## config.mk

```make
export PLATFORM = sky130hd
export DESIGN_NAME = trtd_top
export DESIGN_NICKNAME = d
export VERILOG_FILES = /design/src/trtd_pkg.sv /design/src/trtd_top.sv /design/src/trtd_type_decode.sv
export VERILOG_INCLUDE_DIRS = /design/src
export SDC_FILE = /design/constraint.sdc
export NUM_CORES = 1
export LEC_CHECK = 0
export BUFFER_PORTS_ARGS = -buffer_cell sky130_fd_sc_hd__buf_2
export CAP_MARGIN = 20
export CORE_MARGIN = 2
export CORE_UTILIZATION = 50
export DETAILED_ROUTE_END_ITERATION = 16
export PLACE_DENSITY = 0.76
export SLEW_MARGIN = 20
export SYNTH_ARGS = -nofsm -noshare
export SYNTH_HDL_FRONTEND = slang
export SYNTH_SLANG_ARGS = --single-unit
```

## constraint.sdc

```tcl
create_clock -name CLK -period 2.12 [get_ports CLK]
set_input_delay 0.424 -clock CLK [delete_from_list [all_inputs] [get_ports CLK]]
set_output_delay 0.424 -clock CLK [all_outputs]
set_load 0.05 [all_outputs]
```

## src/trtd_defines.svh

```systemverilog
// Purpose: constants for the trigger receive and timestamp decoder
// Assumes: 20 MHz CLK, one trigger-type word per trigger pulse
// Notes: type codes are 6-bit values carried in bits 7:2 of the broadcast word
`ifndef TRTD_DEFINES_SVH
`define TRTD_DEFINES_SVH
`define TRTD_FINE_W 12
`define TRTD_COARSE_W 20
`define TRTD_BURST_CNT_W 32
`define TRTD_TYPE_W 6
`define TRTD_BCAST_W 8
`define TRTD_TYPE_LSB 2
`define TRTD_MIN_SPACING 3
`define TRTD_SKEW_RX_MAX 16
`define TRTD_CODE_SYNC 6'h20
`define TRTD_CODE_SOB 6'h22
`define TRTD_CODE_EOB 6'h23
`define TRTD_CODE_CHOKE_ON 6'h24
`define TRTD_CODE_CHOKE_OFF 6'h25
`define TRTD_CODE_ERR_ON 6'h26
`define TRTD_CODE_ERR_OFF 6'h2f
`define TRTD_CODE_MON 6'h28
`define TRTD_MARK_SOB 2'h3
`define TRTD_MARK_EOB 2'h2
`define TRTD_MARK_RSV 2'h1
`endif

```

## src/trtd_pkg.sv

```systemverilog
// Purpose: shared types for the trigger receive and timestamp decoder
// Assumes: nothing beyond the defines header
// Notes: frame kinds name the response launched per trigger
package trtd_pkg;
  typedef enum logic [2:0] {
    TRTD_FR_NONE,
    TRTD_FR_EVENT,
    TRTD_FR_SPECIAL,
    TRTD_FR_EOB,
    TRTD_FR_MON,
    TRTD_FR_EMPTY
  } trtd_frame_t;
  typedef enum logic [1:0] {
    TRTD_ST_IDLE,
    TRTD_ST_WAIT_TYPE
  } trtd_state_t;
endpackage : trtd_pkg

```

## src/trtd_top.sv

```systemverilog
// Purpose: receive trigger pulses and type words, build timestamps, launch frames
// Assumes: pulse and broadcast inputs synchronous to CLK
// Notes: one frame request per trigger; a new pulse before its type word marks an empty frame
// Functional notes
// [RULE_01] Trigger time is the cycle in which the one-cycle pulse is seen.
// [RULE_02] Burst start synchronously clears the local timestamp counters.
// [RULE_03] A local offset input aligns timestamps beyond the receiver's skew range.
// [RULE_04] Each trigger captures a 12-bit fine count, one clock per count.
// [RULE_05] Coarse counter advances on fine wrap, preloaded with matching offset, forms upper bits.
// [RULE_06] Sender keeps triggers ordered and at least three counts apart.
// [RULE_07] A 6-bit type rides bits 7:2 of the broadcast word after each pulse.
// [RULE_08] Low five bits name a type; the sixth bit selects a special command.
// [RULE_09] Every trigger is answered by a frame, empty if unhandled.
// [RULE_10] Top bit zero is a physics trigger needing event readout.
// [RULE_11] Synchronization code yields a special frame shaped like an event frame.
// [RULE_12] Burst start code enables data-taking and yields a special frame.
// [RULE_13] Burst end code disables data-taking and reads out end-of-burst data.
// [RULE_14] Choke and error on and off codes each yield a special frame.
// [RULE_15] Monitoring code yields a frame of monitoring data.
// [RULE_16] Random and calibration codes need a data readout.
// [RULE_17] Sender makes burst start and end the first and last triggers.
// [RULE_18] End-of-burst frame holds statistics and timestamp latched at hardware burst end.
// [RULE_19] Sender issues synchronization triggers at irregular intervals.
// [RULE_20] Calibration for another sub-detector may be answered with an empty frame.
// [RULE_21] Sender resolves simultaneous triggers by a priority scheme.
// [RULE_22] Broadcast low bits: 11 burst start, 10 burst end, 01 reserved.
// [RULE_23] A 32-bit counter counts cycles between burst start and burst end.
// [RULE_24] Burst commands out of start-then-end order raise a serious error flag.
// [RULE_25] Reserved type codes give an empty frame and a sticky status flag.
`timescale 1ns/1ps
`include "trtd_defines.svh"
module trtd_top
  import trtd_pkg::*;
#(
  parameter int FINE_W = `TRTD_FINE_W,
  parameter int COARSE_W = `TRTD_COARSE_W,
  parameter int CNT_W = `TRTD_BURST_CNT_W
) (
  // Clock and reset
  input wire logic CLK,
  input wire logic ARST_N,
  // Link side
  input wire logic CHANNEL_A_TRIGGER_PULSE,
  input wire logic BCAST_VALID,
  input wire logic [`TRTD_BCAST_W-1:0] BCAST_WORD,
  input wire logic HW_EOB,
  // Configuration
  input wire logic [FINE_W-1:0] FINE_OFFSET,
  input wire logic [COARSE_W-1:0] COARSE_OFFSET,
  input wire logic ACCEPT_CAL,
  input wire logic CLEAR_FLAGS,
  // Frame request
  output logic FRAME_VALID,
  output trtd_frame_t FRAME_KIND,
  output logic [`TRTD_TYPE_W-1:0] FRAME_TYPE,
  output logic [FINE_W+COARSE_W-1:0] FRAME_TSTAMP,
  // Burst status
  output logic DATA_TAKING,
  output logic [CNT_W-1:0] BURST_CYCLES,
  output logic [FINE_W+COARSE_W-1:0] EOB_TSTAMP,
  output logic [CNT_W-1:0] TRIGGER_COUNT,
  output logic SEQ_ERROR,
  output logic RESERVED_SEEN,
  output logic MARKER_RESERVED
);
  localparam int TS_W = FINE_W + COARSE_W;
  trtd_state_t state;
  logic [FINE_W-1:0] fine;
  logic [COARSE_W-1:0] coarse;
  logic [TS_W-1:0] held_ts;
  logic [CNT_W-1:0] cycles;
  logic in_burst;
  logic [1:0] gap;

  wire [`TRTD_TYPE_W-1:0] type_code = BCAST_WORD[`TRTD_BCAST_W-1:`TRTD_TYPE_LSB]; // RULE_07
  wire [1:0] marker = BCAST_WORD[1:0]; // RULE_22
  wire burst_marker_bit_one = marker[1];
  wire burst_marker_bit_zero = marker[0];
  wire mark_sob = BCAST_VALID & burst_marker_bit_one & burst_marker_bit_zero; // RULE_22
  wire mark_eob = BCAST_VALID & burst_marker_bit_one & ~burst_marker_bit_zero; // RULE_22
  wire mark_rsv = BCAST_VALID & ~burst_marker_bit_one & burst_marker_bit_zero; // RULE_22

  trtd_frame_t kind;
  logic reserved;
  logic is_sob;
  logic is_eob;
  trtd_type_decode u_dec (
    .code(type_code),
    .accept_cal(ACCEPT_CAL),
    .kind(kind),
    .reserved(reserved),
    .is_sob(is_sob),
    .is_eob(is_eob)
  );

  // Burst start is seen either on the marker bits or the type code
  wire type_ok = BCAST_VALID & (state == TRTD_ST_WAIT_TYPE);
  wire sob_evt = mark_sob | (type_ok & is_sob); // RULE_02
  wire eob_evt = mark_eob | (type_ok & is_eob);
  wire seq_bad = (sob_evt & in_burst) | (eob_evt & ~in_burst); // RULE_24
  wire fine_wrap = (fine == {FINE_W{1'b1}});
  // Offset folds into the counters at burst start so every stamp taken after it carries it
  wire [FINE_W-1:0] next_fine = sob_evt ? FINE_OFFSET : fine + 1'b1; // RULE_03
  wire [COARSE_W-1:0] next_coarse = sob_evt ? COARSE_OFFSET :
                                   (fine_wrap ? coarse + 1'b1 : coarse); // RULE_05
  wire [TS_W-1:0] now_ts = {coarse, fine}; // RULE_05
  wire pulse = CHANNEL_A_TRIGGER_PULSE; // RULE_01
  // A pulse still waiting for its type when the next arrives is answered empty
  wire overrun = pulse & (state == TRTD_ST_WAIT_TYPE);

  always_ff @(posedge CLK or negedge ARST_N) begin
    if (!ARST_N) begin
      fine <= '0;
      coarse <= '0;
    end else begin
      fine <= next_fine; // RULE_02
      coarse <= next_coarse; // RULE_05
    end
  end

  always_ff @(posedge CLK or negedge ARST_N) begin
    if (!ARST_N) begin
      state <= TRTD_ST_IDLE;
      held_ts <= '0;
    end else if (pulse) begin
      state <= TRTD_ST_WAIT_TYPE;
      held_ts <= now_ts; // RULE_04
    end else if (BCAST_VALID) begin
      state <= TRTD_ST_IDLE;
    end
  end

  always_ff @(posedge CLK or negedge ARST_N) begin
    if (!ARST_N) begin
      FRAME_VALID <= 1'b0;
      FRAME_KIND <= TRTD_FR_NONE;
      FRAME_TYPE <= '0;
      FRAME_TSTAMP <= '0;
    end else begin
      FRAME_VALID <= type_ok | overrun; // RULE_09
      FRAME_KIND <= overrun ? TRTD_FR_EMPTY : (type_ok ? kind : TRTD_FR_NONE); // RULE_08
      FRAME_TYPE <= type_ok ? type_code : '0;
      FRAME_TSTAMP <= held_ts;
    end
  end

  always_ff @(posedge CLK or negedge ARST_N) begin
    if (!ARST_N) begin
      in_burst <= 1'b0;
      cycles <= '0;
    end else begin
      in_burst <= sob_evt ? 1'b1 : (eob_evt ? 1'b0 : in_burst); // RULE_12
      cycles <= sob_evt ? '0 : (in_burst ? cycles + 1'b1 : cycles); // RULE_23
    end
  end

  always_ff @(posedge CLK or negedge ARST_N) begin
    if (!ARST_N) begin
      DATA_TAKING <= 1'b0;
      BURST_CYCLES <= '0;
      EOB_TSTAMP <= '0;
      TRIGGER_COUNT <= '0;
      gap <= '0;
    end else begin
      DATA_TAKING <= sob_evt ? 1'b1 : (eob_evt ? 1'b0 : DATA_TAKING); // RULE_13
      if (eob_evt) begin
        BURST_CYCLES <= cycles; // RULE_23
      end
      if (HW_EOB) begin
        EOB_TSTAMP <= now_ts; // RULE_18
      end
      TRIGGER_COUNT <= sob_evt ? '0 : (pulse ? TRIGGER_COUNT + 1'b1 : TRIGGER_COUNT); // RULE_18
      gap <= pulse ? 2'h2 : (gap != 2'h0 ? gap - 1'b1 : gap);
    end
  end

  // Flags: a new event in the clearing cycle wins over the clear
  always_ff @(posedge CLK or negedge ARST_N) begin
    if (!ARST_N) begin
      SEQ_ERROR <= 1'b0;
      RESERVED_SEEN <= 1'b0;
      MARKER_RESERVED <= 1'b0;
    end else begin
      SEQ_ERROR <= seq_bad | (SEQ_ERROR & ~CLEAR_FLAGS); // RULE_24
      RESERVED_SEEN <= (type_ok & reserved) | (RESERVED_SEEN & ~CLEAR_FLAGS); // RULE_25
      MARKER_RESERVED <= mark_rsv | (MARKER_RESERVED & ~CLEAR_FLAGS); // RULE_22
    end
  end
endmodule : trtd_top

```

## src/trtd_type_decode.sv

```systemverilog
// Purpose: classify a 6-bit trigger-type code into a response kind
// Assumes: combinational, used by the top once per received word
// Notes: reserved codes map to an empty frame and raise the reserved flag
`timescale 1ns/1ps
`include "trtd_defines.svh"
module trtd_type_decode
  import trtd_pkg::*;
(
  // Code in
  input wire logic [`TRTD_TYPE_W-1:0] code,
  input wire logic accept_cal,
  // Classification out
  output trtd_frame_t kind,
  output logic reserved,
  output logic is_sob,
  output logic is_eob
);
  wire is_phys = ~code[5]; // RULE_10
  wire is_cal = code[5] & code[4]; // RULE_16
  wire is_rand = (code[5:1] == 5'h16); // RULE_16
  wire is_sync = (code == `TRTD_CODE_SYNC); // RULE_11
  wire is_ctrl = (code == `TRTD_CODE_CHOKE_ON) | (code == `TRTD_CODE_CHOKE_OFF) |
                 (code == `TRTD_CODE_ERR_ON) | (code == `TRTD_CODE_ERR_OFF); // RULE_14
  wire is_mon = (code == `TRTD_CODE_MON); // RULE_15
  assign is_sob = (code == `TRTD_CODE_SOB);
  assign is_eob = (code == `TRTD_CODE_EOB);
  assign reserved = ~(is_phys | is_cal | is_rand | is_sync | is_ctrl | is_mon | is_sob | is_eob);
  // Calibration for another sub-detector may be answered empty
  assign kind = (is_phys | is_rand) ? TRTD_FR_EVENT : // RULE_10
                is_cal ? (accept_cal ? TRTD_FR_EVENT : TRTD_FR_EMPTY) : // RULE_20
                (is_sync | is_sob | is_ctrl) ? TRTD_FR_SPECIAL : // RULE_12
                is_eob ? TRTD_FR_EOB : // RULE_13
                is_mon ? TRTD_FR_MON : // RULE_15
                TRTD_FR_EMPTY; // RULE_25
endmodule : trtd_type_decode

```

==> flow_summary_export.csv <==
group,metric,value,unit
placed_design,portBuffers,188,
worst_setup_path,critPathRequiredTime,2.54,ns
cells_and_area,fin_nets,1125,
yosys,synth_warnings,0,
worst_setup_path,cpPeakStageDelay,0.62,ns
route,vias,7690,
clock_network,cts_tree,"done",
clock_network,cts_made_buffers,24,
power_and_ir_drop,ir_worst_vdd,1128,uV
cells_and_area,utilization,0.6281,
run_status,outcome,"finished clean",
cells_and_area,n_fill_cell,1577,
sta,setup_violations,0,
yosys,synthArstFlopShare,1.000,
worst_setup_path,reg2reg_depth,6,
worst_setup_path,crit_type,"reg -> reg",
global_route,grt_max_degree,63,
yosys,synthCells,861,
sta,fin_crit,2.111,ns
worst_setup_path,r2r-end,"coarse[5]$_DFFE_PN0P_",
yosys,syn-num-nets,912,
route,vias_per_cell,5.650,
cells_and_area,multiInputGateArea,0.003938,sq mm
route,drt_iter0_markers,239,
worst_setup_path,crit_end,"coarse[5]$_DFFE_PN0P_",
yosys,yosysSeqAreaShare,0.5893,
clock_network,clock-sinks,239,
die,die_h,146.5,microns
cells_and_area,drive_gt1_frac,0.3554,
placed_design,postPlaceCellArea,0.01173,sq mm
sta,worstMarginPinSlew,1.003,ns
worst_setup_path,worst_setup_path_end_kind,"flip-flop",
die,core_area,0.02010,sq mm
global_route,grt_remaining_overflow,0,
clock_network,clk_latency,0.51,ns
route,wl_per_cell,17.46,microns
worst_setup_path,cp.depth,6,
worst_setup_path,crit_family,"simple AND/OR/NAND/NOR gates",
sta,report.final.slew_viol_count,0,
worst_setup_path,worstPathCellList,"ha_2 -> nand2_1 -> or4_4 -> buf_4 -> or3_1 -> a31oi_1",
worst_setup_path,cp-start-kind,"flip-flop",
cells_and_area,area_delta_synth_final,24.41,%
route,ant_nets,0,
sta,hold_viol_final,0,
sta,finalCritPeriodShare,0.9955,
placed_design,place_hpwl,16180,microns
sta,rsz0062_at_grt,"true",
worst_setup_path,cp_num_buf_inv,1,
cells_and_area,final_area,0.01263,sq mm
route,drt_wl_total,23760,microns
placed_design,gp_congestion,0.8271,
global_route,grt_pass1_wl,39190,microns
clock_network,clk_path_buf_depth,3,
die,start_util,0.5049,
yosys,synth_area,0.01015,sq mm
power_and_ir_drop,power_leakage,5.800,nW
die,die_x,146.5,microns
power_and_ir_drop,powerDensity,1123,mW/mm^2
sta,slew_headroom,0.3300,
sta,hold_slack,0.1143,ns
worst_setup_path,reg2reg_from,"fine[0]$_DFF_PN0_",
clock_network,clkTransAtPathRegs,0.06,ns
global_route,antenna_found_initial,2,
hold_path,hp-class,"in -> reg",
worst_setup_path,slowest_stage,"or4_4",
worst_setup_path,path_max_fanout,21,
clock_network,cts-htree-levels,1,
worst_setup_path,rrSetupSlack,0.009,ns
worst_setup_path,arrival,2.53,ns
sta,finalSetupTns,0,ns
die,fp.dieArea,0.02145,sq mm
placed_design,post-place-ws,-0.02998,ns
sta,max_freq,473.8,MHz
job,max_cap_viol_count,0,
yosys,ys_ff_latch,239,
die,pin_count,189,
yosys,ys_types,43,
global_route,grt_usage,0.2229,
yosys,synth_ff_type,"dfrtp_1",
route,dr.pass1.iters,4,
sta,worst_slack,0.009437,ns
route,drc,0,
worst_setup_path,startpoint,"fine[0]$_DFF_PN0_",
clock_network,cts-root-buf,"clkbuf_16",
sta,fin_skew,0.006458,ns
yosys,avgSynthCellArea,11.79,sq um
die,rows,52,
global_route,grt_pass1_vias,7706,
yosys,synth-edff-count,0,
cells_and_area,seq_area,0.005989,sq mm
-- state kept, by name, summed over array words and instances (netlist names) --
| signal | flops |
|---|---|
| fine | 12 |
| FRAME_KIND | 3 |
| FRAME_VALID | 1 |
| BURST_CYCLES | 32 |
| coarse | 20 |
| SEQ_ERROR | 1 |
| FRAME_TSTAMP | 32 |
| MARKER_RESERVED | 1 |
| RESERVED_SEEN | 1 |
| state | 1 |
| TRIGGER_COUNT | 32 |
| cycles | 32 |
| FRAME_TYPE | 6 |
| DATA_TAKING | 1 |
| EOB_TSTAMP | 32 |
| held_ts | 32 |
-- stage by stage --
step / power, mW / std cells
global route: 14.82 / 1359
detailed placement: 9.613 / 1317
finish: 14.18 / 1361
floorplan: 8.373 / 861
global placement: 9.520 / 1317
CTS: 14.32 / 1359
-- per-layer routing --
| layer | vias to the layer above | part of all wire | global-route usage | routed length, microns |
|---|---|---|---|---|
| met5 | - | 0.00055 | 0 | 13 |
| met4 | 2 | 0.015 | 0.04903 | 360 |
| met3 | 34 | 0.063 | 0.05438 | 1502 |
| met2 | 198 | 0.49 | 0.3821 | 11720 |
| met1 | 3875 | 0.43 | 0.2901 | 10160 |
| li1 | 3581 | - | - | - |
-- worst reg2reg max path, stage by stage (launching register included) --
cell     delay [ns]
dfrtp_1        0.37
ha_2           0.18
nand2_1        0.08
or4_4          0.62
buf_4          0.23
or3_1          0.35
a31oi_1        0.19
-- logic make-up (layout without fill, tap and decap cells) --
logic type	count (synthesis)	count (layout)	synth area share
AOI/OAI and AO/OA	131	131	0.08001
xor gates and xnor gates	38	38	0.03279
adders and majority gates	4	4	0.004931
buffers and inverters	65	293	0.02515
DFF	239	239	0.5893
muxes	104	104	0.1145
other	0	2	0
and+or+nand+nor	280	280	0.1534
-- layout by cell type, fill, tap and decap left out, types with 25 or more instances in the layout --
cell         n
nand3_1     35
dfrtp_1    232
nand2_1     57
mux2_2      97
nor2_1      44
nand4_1     29
clkbuf_16   25
o21ai_0     29
a21oi_1     35
o31ai_1     34
buf_2      187
buf_4       43
or4_1       35
-- how the worst min path moves through the flow --
stage | to | depth (start not counted) | slack [ns] | start
2_1_floorplan | BURST_CYCLES[0]$_DFFE_PN0P_ | 0 | 0.13 | ARST_N
3_3_place_gp | FRAME_TSTAMP[2]$_DFF_PN0_ | 0 | 0.36 | held_ts[2]$_DFFE_PN0P_
3_5_place_dp | FRAME_TSTAMP[17]$_DFF_PN0_ | 0 | 0.36 | held_ts[17]$_DFFE_PN0P_
4_1_cts | fine[1]$_DFF_PN0_ | 3 | 0.09 | FINE_OFFSET[1]
5_1_grt | coarse[10]$_DFFE_PN0P_ | 3 | 0.12 | COARSE_OFFSET[10]
6_report | fine[1]$_DFF_PN0_ | 3 | 0.11 | FINE_OFFSET[1]
-- power by group --
group          leakage [nW]  internal [mW]  switching (mW)  total, mW
clock                 0.428           2.94            1.71       4.65
sequential             2.99           5.36           0.532       5.89
combinational          2.39           1.10            2.54       3.64
total                  5.80           9.39            4.79       14.2
-- repair_timing --
action                                  in CTS  in global routing
hold endpoints to repair                    55                  0
hold buffers                                 1                  0
pin swaps                                    0                  1
endpoints found under the setup margin       2                 12
gates resized for setup                      1                  2
setup buffers                                0                  0
-- synth_stat cells, types with 13 or more instances --
cell,count,area share
mux2_2,97,0.11
xnor2_1,17,0.015
or3_1,13,0.0080
o31ai_1,34,0.025
o21ai_0,29,0.014
nand2_1,57,0.021
or4_1,36,0.027
and3_1,19,0.012
nor2_1,44,0.016
xor2_1,21,0.018
dfrtp_1,239,0.59
clkbuf_1,44,0.016
nand4_1,29,0.018
nand3_1,35,0.017
a31oi_1,14,0.0086
a21oi_1,36,0.018
-- final cells by class --
class | instances | area share
Clock inverter | 10 | 0.01585
Multi-Input combinational cell | 557 | 0.3118
Tap cell | 270 | 0.02675
Antenna cell | 2 | 0.0003964
Inverter | 12 | 0.003567
Timing Repair Buffer | 240 | 0.1143
Clock buffer | 31 | 0.05291
Sequential cell | 239 | 0.4743
Power figures use the tool's default switching activity.
